$ cat src/ebp_pkg.sv
// Constants, register map and carrier types of the eight-bit port.
// Assumes APB with 32-bit data; register index is byte address / 4.
package ebp_pkg;

  localparam int unsigned PORT_W   = 8;
  localparam int unsigned ADDR_W   = 12;
  localparam int unsigned IDX_W    = 10;

  // Register indices; the byte address is four times the index
  localparam logic [9:0] IDX_DATA_A = 10'h006;
  localparam logic [9:0] IDX_DATA_B = 10'h106;
  localparam logic [9:0] IDX_DIR_A  = 10'h086;
  localparam logic [9:0] IDX_DIR_B  = 10'h186;
  localparam logic [9:0] IDX_OPT_A  = 10'h081;
  localparam logic [9:0] IDX_OPT_B  = 10'h181;
  localparam logic [9:0] IDX_STAT   = 10'h00b;
  localparam logic [9:0] IDX_MASK   = 10'h090;
  localparam logic [9:0] IDX_CTRL   = 10'h091;
  localparam logic [9:0] IDX_BSET   = 10'h092;
  localparam logic [9:0] IDX_BCLR   = 10'h093;

  // Reset values
  localparam logic [7:0] DIR_RST    = 8'hff;
  localparam logic [7:0] OPT_RST    = 8'hff;
  localparam logic       FLAG_RST   = 1'b0;
  localparam logic       MASK_RST   = 1'b0;
  localparam logic       LVP_RST    = 1'b0;

  // Field positions
  localparam int unsigned OPT_PULLUP_BIT = 7;
  localparam int unsigned STAT_CHG_BIT   = 0;
  localparam int unsigned CTRL_LVP_BIT   = 0;
  localparam int unsigned LVP_PIN        = 4;
  localparam int unsigned UPPER_LO       = 4;

  typedef enum logic [3:0] {
    EBP_SEL_NONE = 4'h0,
    EBP_SEL_DATA = 4'h1,
    EBP_SEL_DIR  = 4'h2,
    EBP_SEL_OPT  = 4'h3,
    EBP_SEL_STAT = 4'h4,
    EBP_SEL_MASK = 4'h5,
    EBP_SEL_CTRL = 4'h6,
    EBP_SEL_BSET = 4'h7,
    EBP_SEL_BCLR = 4'h8
  } ebp_sel_e;

  // Pin drive towards the pad ring
  typedef struct packed {
    logic [7:0] out;
    logic [7:0] oe;
    logic [7:0] pullup_en;
  } ebp_pad_s;

  typedef struct packed {
    logic [7:0]  pin_data_reg;
    logic [7:0]  direction_reg;
    logic [7:0]  option_reg;
    logic        lvp_en;
    logic        change_detect_flag;
    logic        change_mask;
    logic [7:0]  sample;
    logic [31:0] rdata;
  } ebp_state_s;

endpackage

$ cat src/ebp_sync2.sv
// Two-flop synchroniser, one stage pair per bit.
// Assumes inputs are asynchronous levels; no pulse capture.
`timescale 1ns/1ps
`default_nettype none
module ebp_sync2 #(
  parameter int unsigned WIDTH = 8
) (
  input  wire logic             pclk,
  input  wire logic             presetn,
  input  wire logic [WIDTH-1:0] async_in,
  output var  logic [WIDTH-1:0] sync_out
);
  typedef struct packed {
    logic [WIDTH-1:0] s1;
    logic [WIDTH-1:0] s2;
  } ebp_sync_s;

  ebp_sync_s st_reg;
  ebp_sync_s st_next;

  always_comb begin
    st_next = st_reg;
    for (int i = 0; i < WIDTH; i++) begin
      st_next.s1[i] = async_in[i];
      st_next.s2[i] = st_reg.s1[i];
    end
  end

  always_ff @(posedge pclk or negedge presetn) begin
    if (!presetn) begin
      st_reg <= '0;
    end else begin
      st_reg <= st_next;
    end
  end

  assign sync_out = st_reg.s2;
endmodule // ebp_sync2
`default_nettype wire

$ cat src/ebp_change_det.sv
// Change detector on the upper pins against the last port access.
// Assumes pins are already synchronised to pclk.
`timescale 1ns/1ps
`default_nettype none
module ebp_change_det
  import ebp_pkg::*;
(
  input  wire logic       pclk,
  input  wire logic       presetn,
  input  wire logic [7:0] pins,
  input  wire logic [7:0] dir,
  input  wire logic       lvp_en,
  input  wire logic       reload,
  output logic            mismatch
);
  typedef struct packed {
    logic       valid;
    logic [7:0] snap;
  } ebp_det_s;

  ebp_det_s   st_reg;
  ebp_det_s   st_next;
  logic [7:0] diff;

  // Snapshot taken on the first cycle after reset avoids a false change
  always_comb begin
    st_next = st_reg;
    if (reload || !st_reg.valid) begin
      st_next.snap  = pins;
      st_next.valid = 1'b1;
    end
  end

  always_ff @(posedge pclk or negedge presetn) begin
    if (!presetn) begin
      st_reg <= '0;
    end else begin
      st_reg <= st_next;
    end
  end

  genvar g;
  generate
    for (g = 0; g < PORT_W; g++) begin : g_bit
      if (g < UPPER_LO) begin : g_low
        assign diff[g] = 1'b0;
      end else if (g == LVP_PIN) begin : g_lvp
        assign diff[g] = (pins[g] ^ st_reg.snap[g]) & dir[g] & ~lvp_en;
      end else begin : g_up
        assign diff[g] = (pins[g] ^ st_reg.snap[g]) & dir[g];
      end
    end
  endgenerate

  assign mismatch = st_reg.valid & (|diff);
endmodule // ebp_change_det
`default_nettype wire

$ cat src/ebp_port.sv
// Eight-bit bidirectional port with APB register access.
// Assumes pin inputs are asynchronous and the pad ring resolves
// out, oe and pullup_en into the real pin level.
//
// The APB register port was left to the implementer.
`timescale 1ns/1ps
`default_nettype none
// Contract
// - Eight bidirectional pins, each with a software-enabled weak pull-up.
// - Pin four gates off change detect and pull-up when low-voltage programming on.
// - Upper pins join change detection and have selectable pull-ups.
// - Reading port data returns pin levels, not the output latch.
// - Writing port data loads the output latch driving output pins.
// - Bit set and clear read all pins, modify, write whole latch.
// - Input pins get their sampled level copied into the latch.
// - Writes land at end of access; reads sample at its start.
// - Port data at two mirrors, bit n is pin n, reset leaves it.
// - Direction at two mirrors, one bit per pin, resets to all ones.
// - Option at two mirrors, pull-up control in bit 7, resets all ones.
// - Upper input pins compared with last port access snapshot set the change flag.
// - Port data access ends the mismatch; a standing mismatch keeps setting.
module ebp_port
  import ebp_pkg::*;
(
  input  wire logic              pclk,
  input  wire logic              presetn,
  input  wire logic              psel,
  input  wire logic              penable,
  input  wire logic              pwrite,
  input  wire logic [ADDR_W-1:0] paddr,
  input  wire logic [31:0]       pwdata,
  output logic [31:0]            prdata,
  output logic                   pready,
  output logic                   pslverr,
  input  wire logic [7:0]        pin_in,
  output ebp_pad_s               pad,
  output logic                   irq
);
  import ebp_pkg::*;

  ebp_state_s st_reg;
  ebp_state_s st_next;
  logic [7:0] pins_sync;
  logic       mismatch;
  logic       reload;
  logic       setup_ph;
  logic       access_ph;
  logic       wr_acc;
  logic       flag_clr;
  ebp_sel_e   sel;
  logic [7:0] rd_val;
  logic [7:0] pull_ok;

  // Pin levels cross into pclk before anything looks at them
  ebp_sync2 #(
    .WIDTH (PORT_W)
  ) u_sync (
    .pclk     (pclk),
    .presetn  (presetn),
    .async_in (pin_in),
    .sync_out (pins_sync)
  );

  ebp_change_det u_det (
    .pclk     (pclk),
    .presetn  (presetn),
    .pins     (pins_sync),
    .dir      (st_reg.direction_reg),
    .lvp_en   (st_reg.lvp_en),
    .reload   (reload),
    .mismatch (mismatch)
  );

  function automatic ebp_sel_e decode(input logic [IDX_W-1:0] idx);
    ebp_sel_e s;
    s = EBP_SEL_NONE;
    case (idx)
      IDX_DATA_A,
      IDX_DATA_B: begin
        s = EBP_SEL_DATA;
      end
      IDX_DIR_A,
      IDX_DIR_B: begin
        s = EBP_SEL_DIR;
      end
      IDX_OPT_A,
      IDX_OPT_B: begin
        s = EBP_SEL_OPT;
      end
      IDX_STAT: begin
        s = EBP_SEL_STAT;
      end
      IDX_MASK: begin
        s = EBP_SEL_MASK;
      end
      IDX_CTRL: begin
        s = EBP_SEL_CTRL;
      end
      IDX_BSET: begin
        s = EBP_SEL_BSET;
      end
      IDX_BCLR: begin
        s = EBP_SEL_BCLR;
      end
      default: begin
        s = EBP_SEL_NONE;
      end
    endcase
    return s;
  endfunction

  assign sel       = decode(paddr[ADDR_W-1:2]);
  assign setup_ph  = psel & ~penable;
  assign access_ph = psel & penable;
  assign wr_acc    = access_ph & pwrite;

  // Read mux; the port windows show the pins, never the latch
  always_comb begin
    rd_val = 8'h00;
    case (sel)
      EBP_SEL_DATA,
      EBP_SEL_BSET,
      EBP_SEL_BCLR: begin
        rd_val = pins_sync;
      end
      EBP_SEL_DIR: begin
        rd_val = st_reg.direction_reg;
      end
      EBP_SEL_OPT: begin
        rd_val = st_reg.option_reg;
      end
      EBP_SEL_STAT: begin
        rd_val = 8'h00;
        rd_val[STAT_CHG_BIT] = st_reg.change_detect_flag;
      end
      EBP_SEL_MASK: begin
        rd_val = 8'h00;
        rd_val[STAT_CHG_BIT] = st_reg.change_mask;
      end
      EBP_SEL_CTRL: begin
        rd_val = 8'h00;
        rd_val[CTRL_LVP_BIT] = st_reg.lvp_en;
      end
      default: begin
        rd_val = 8'h00;
      end
    endcase
  end

  // Any access to a port window restarts change comparison
  assign reload = access_ph & ((sel == EBP_SEL_DATA) |
                               (sel == EBP_SEL_BSET) |
                               (sel == EBP_SEL_BCLR));

  assign flag_clr = wr_acc & (sel == EBP_SEL_STAT) & pwdata[STAT_CHG_BIT];

  always_comb begin
    st_next = st_reg;

    // Pins are sampled in the setup cycle, the start of the access
    if (setup_ph) begin
      st_next.sample = pins_sync;
      st_next.rdata  = {24'h000000, rd_val};
    end

    // Writes commit at the closing edge of the access phase
    if (wr_acc) begin
      case (sel)
        EBP_SEL_DATA: begin
          st_next.pin_data_reg = pwdata[7:0];
        end
        EBP_SEL_BSET: begin
          // Whole latch rewritten from pins: inputs get their pin level
          st_next.pin_data_reg = st_reg.sample | pwdata[7:0];
        end
        EBP_SEL_BCLR: begin
          st_next.pin_data_reg = st_reg.sample & ~pwdata[7:0];
        end
        EBP_SEL_DIR: begin
          st_next.direction_reg = pwdata[7:0];
        end
        EBP_SEL_OPT: begin
          st_next.option_reg = pwdata[7:0];
        end
        EBP_SEL_MASK: begin
          st_next.change_mask = pwdata[STAT_CHG_BIT];
        end
        EBP_SEL_CTRL: begin
          st_next.lvp_en = pwdata[CTRL_LVP_BIT];
        end
        default: begin
          st_next.pin_data_reg = st_reg.pin_data_reg;
        end
      endcase
    end

    // Set beats clear so a change in the clearing cycle survives
    if (flag_clr) begin
      st_next.change_detect_flag = 1'b0;
    end
    if (mismatch) begin
      st_next.change_detect_flag = 1'b1;
    end
  end

  // The output latch is left out of reset on purpose
  always_ff @(posedge pclk or negedge presetn) begin
    if (!presetn) begin
      st_reg.direction_reg      <= DIR_RST;
      st_reg.option_reg         <= OPT_RST;
      st_reg.lvp_en             <= LVP_RST;
      st_reg.change_detect_flag <= FLAG_RST;
      st_reg.change_mask        <= MASK_RST;
      st_reg.sample             <= 8'h00;
      st_reg.rdata              <= 32'h00000000;
    end else begin
      st_reg <= st_next;
    end
  end

  // Pull-up qualifier per pin; pin four also yields to programming mode
  genvar g;
  generate
    for (g = 0; g < PORT_W; g++) begin : g_pull
      if (g == LVP_PIN) begin : g_lvp
        assign pull_ok[g] = ~st_reg.lvp_en;
      end else begin : g_std
        assign pull_ok[g] = 1'b1;
      end
    end
  endgenerate

  // Unknown latch after power-up is masked while every pin is input
  assign pad.oe  = ~st_reg.direction_reg;
  assign pad.out = st_reg.pin_data_reg & ~st_reg.direction_reg;
  assign pad.pullup_en = {PORT_W{~st_reg.option_reg[OPT_PULLUP_BIT]}} &
                         st_reg.direction_reg & pull_ok;

  assign prdata  = st_reg.rdata;
  assign pready  = 1'b1;
  assign pslverr = access_ph & (sel == EBP_SEL_NONE);
  assign irq     = st_reg.change_detect_flag & st_reg.change_mask;

endmodule // ebp_port
`default_nettype wire

$ cat config.mk
export PLATFORM = sky130hd
export DESIGN_NAME = ebp_port
export DESIGN_NICKNAME = d
export VERILOG_FILES = /design/src/ebp_pkg.sv /design/src/ebp_sync2.sv /design/src/ebp_change_det.sv /design/src/ebp_port.sv
export SDC_FILE = /design/constraint.sdc
export NUM_CORES = 1
export LEC_CHECK = 0
export BUFFER_PORTS_ARGS = -buffer_cell sky130_fd_sc_hd__buf_2
export CAP_MARGIN = 30
export CORE_ASPECT_RATIO = 1.25
export CORE_MARGIN = 5
export CORE_UTILIZATION = 30
export CTS_CLUSTER_SIZE = 20
export DETAILED_ROUTE_END_ITERATION = 12
export SLEW_MARGIN = 20
export SYNTH_ARGS = -nofsm -noshare
export SYNTH_HDL_FRONTEND = slang
export SYNTH_SLANG_ARGS = --single-unit
$ cat constraint.sdc
create_clock -name pclk -period 2.3 [get_ports pclk]
set_input_delay 0.115 -clock pclk [delete_from_list [all_inputs] [get_ports pclk]]
set_output_delay 0.115 -clock pclk [all_outputs]
set_load 0.03 [all_outputs]
==> summary.txt <==
Yosys
  • Synth area leader: dfrtp_1
  • Post-synthesis async set-or-reset flop share: 87.5%
  • Post-synth EDFFs: 8
  • Primary FF master, synth: dfrtp_1
  • Post-Syn Area: 3130 sq um
  • Most common cell in the synthesized netlist: dfrtp_1
  • Synth top area share: 31.9%
  • Synthesized flop and latch total: 64
  • Post-Syn Instances: 274
  • Register area share after synthesis: 53.0%
  • Ranking of synthesized cells by area: dfrtp_1 (32%), dfstp_2 (13%), buf_4 (7.9%)
  • Avg Cell Area, Syn: 11.4 sq um
  • Synth Warn #: 0
  • Post-synth top cells: dfrtp_1 (40), buf_4 (33), mux2_2 (21), a21oi_1 (17)
  • Distinct cells, synth: 51

Critical path
  • Reg2reg path depth: 4
  • Number of cells on the critical path: 5
  • Crit-path slowest cell: and3_1
  • Crit path buf inv count: 1
  • Family with the most delay on the worst path: simple AND/OR/NAND/NOR gates
  • Worst-path cell chain: buf_2, nor4b_2, nand2_1, o21ai_4, and3_1
  • Crit end category: flop
  • End point of the critical path: st_reg[65]
  • Crit-path max FO: 10
  • Slowest stage delay, CP: 0.51 ns
  • CP Class: primary input to flop
  • Worst setup SP type: primary input
  • Worst r2r dst: prdata[0]
  • Req. time, crit path: 2.26 ns
  • Reg2reg start: st_reg[51]
  • Worst Setup SP: paddr[9]
  • Flop2flop setup slack: 1.02 ns
  • Arr. time, crit path: 1.68 ns

CTS
  • Root Buffer: clkbuf_16
  • CTS tree: built
  • Gates resized, CTS repair: 0
  • H-tree levels: 3
  • Clock Latency Late Sink: 0.32 ns
  • Cts bufs inserted: 9
  • Reg clk slew, reported paths: 0.05 ns
  • CTS Buffer Depth: 2
  • CTS sink cnt: 64

Route
  • Residual DRC count: 0
  • Drt via density: 4.64
  • DRT Pass-1 Iters: 4
  • 1st-iter DRT viols: 86
  • Drt total wl: 7390 um
  • Via count: 2,213
  • WL/cell: 15.5 um
  • Post-route ant nets: 0

Final layout
  • Max reg flops: 35
  • Antenna Cells: 0
  • Nets: 400
  • Number of fill cells: 1,017
  • Synth-to-layout area growth: 21.5%
  • Final Cell Area: 3810 sq um
  • Ratio of cells with drive above 1 in the final layout: 39.1%

Floorplan
  • Die area: 12,600 sq um
  • Die Height: 124 um
  • Core Area: 10,200 sq um
  • Number of I/O pins: 116
  • Starting Density: 30.8%
  • Die width: 101 um
  • Row count: 41

GRT
  • GRT Util Overall: 11.8%
  • Via count of the first global-routing pass: 2,245
  • Total grt overflow: 0
  • Initial antenna violation count: 0
  • Largest net degree at the start of global routing: 57
  • First-pass GRT wire length: 11,500 um

Pwr
  • Sw frac: 23.8%
  • Total Power: 2.66 mW
  • Max IR drop VDD: 414 uV
  • Flop pwr share: 46.1%
  • Leakage: 1.66 nW
  • Sw Pwr: 0.633 mW
  • Clock power share: 44.7%
  • Power density cells: 700 nW/um^2
  • P_int: 2.03 mW
  • Comb pwr share: 9.2%

STA
  • RSZ-0062 raised after global routing: false
  • Worst slew margin: 53.1%
  • Skew final: 0.00357 ns
  • Period utilisation layout: 74.9%
  • Count of final hold-check violations: 30
  • Final hold slack: -0.00987 ns
  • Final setup vio count: 0
  • Tmin final: 1.72 ns
  • Max Slew Vio Count: 0
  • Setup Total Neg Slack: 0 ns
  • Slew @ Worst Pin: 0.703 ns
  • Fmax: 580 MHz

Placed design
  • Post-DP HPWL: 5550 um
  • RePlAce Congestion: 0.836
  • PortBufs: 64
  • DP Area: 3460 sq um

Status
  • Outcome: finished with violations
  • Failing checks: negative hold slack

Hold path
  • Worst Hold Class: primary input to async pin

Run
  • Max Cap Violations: 0
## worst reg2reg max path, delay by kind of cell, from the launching register on
kind / cells / cell delay, ns
flip-flops: 1 / 0.38
AO/OA/AOI/OAI: 4 / 0.77
## cell families after synthesis
family                 after synthesis  synth area share, %
XOR/XNOR                             4                 1.12
AND/OR/NAND/NOR                     65                 12.5
flip-flops                          64                 53.0
multiplexers                        31                 11.2
buffers and inverters               55                 10.7
AO/OA/AOI/OAI                       53                 11.1
other                                2                0.240
## worst min path at each step
| stage | startpoint | end | slack, ns | cells past startpoint |
|---|---|---|---|---|
| floorplan | presetn | prdata[0] | -0.18 | 0 |
| CTS | presetn | prdata[4] | 0.02 | 2 |
| detailed placement | pin_in[5] | u_sync.st_next[5] | 0.22 | 1 |
| global placement | pin_in[6] | u_sync.st_next[6] | 0.22 | 1 |
| finish | presetn | prdata[3] | -0.01 | 2 |
| global route | presetn | prdata[3] | 0.06 | 2 |
## metrics by stage
| step | worst slack [ns] | std cells | utilization, % | hold slack, ns |
|---|---|---|---|---|
| after floorplan | 0.710 | 298 | - | -0.181 |
| after global placement | 0.271 | 453 | 34.1 | 0.222 |
| after detailed placement | 0.241 | 453 | 34.1 | 0.224 |
| after CTS | 0.579 | 477 | 37.5 | 0.0174 |
| after global routing | 0.407 | 477 | 37.5 | 0.0559 |
| final | 0.577 | 477 | 37.5 | -0.00987 |
## cell usage in the layout, fill, tap and decap left out, drive strengths merged, types with 2 or more instances in the layout
cell	synthesis	final
nor4b	5	5
mux2	30	30
o21ai	10	10
inv	11	11
dfstp	16	16
buf	38	70
nand3	4	4
dlygate4sd3	0	8
and3	2	2
conb	2	26
o211ai	2	2
nor4	2	2
a22oi	8	8
edfxtp	8	8
a21oi	17	17
nor3	2	2
a31oi	8	8
and2	2	2
clkinv	0	4
xnor2	4	4
nor2	18	18
nand2	15	15
nor2b	8	8
dfrtp	40	40
clkbuf	6	12
## power by group through the flow
| stage | Clock, mW | Sequential [mW] | Combinational [mW] |
|---|---|---|---|
| 2_1_floorplan | 0 | 1.23 | 0.187 |
| 3_3_place_gp | 0 | 1.25 | 0.231 |
| 3_5_place_dp | 0 | 1.25 | 0.235 |
| 4_1_cts | 1.22 | 1.23 | 0.245 |
| 5_1_grt | 1.28 | 1.23 | 0.267 |
| 6_report | 1.19 | 1.23 | 0.244 |
## routing by layer
layer | wire [um] | part of all wire [%] | up-vias | GRT usage [%]
met3 | 488 | 6.6 | 10 | 2.69
li1 | - | - | 1048 | -
met1 | 3160 | 43 | 1074 | 14.6
met4 | 116 | 1.6 | 0 | 5.09
met5 | 0 | 0 | - | 0
met2 | 3630 | 49 | 81 | 19.5
## final cells by class
cell class	count	area [sq um]	share of cell area, %
Clock buffer	12	246	6.47
Tap cell	129	161	4.24
Sequential cell	64	1660	43.6
Timing Repair Buffer	78	445	11.7
Clock inverter	4	20.0	0.526
Multi-Input combinational cell	179	1230	32.3
Inverter	11	41.3	1.08
## repair_timing
item | 4_1_cts | 5_1_grt
hold buffers | 8 | 0
hold endpoints to repair | 8 | 0
setup buffers | 0 | 0
(Power assumes the default switching activity.)
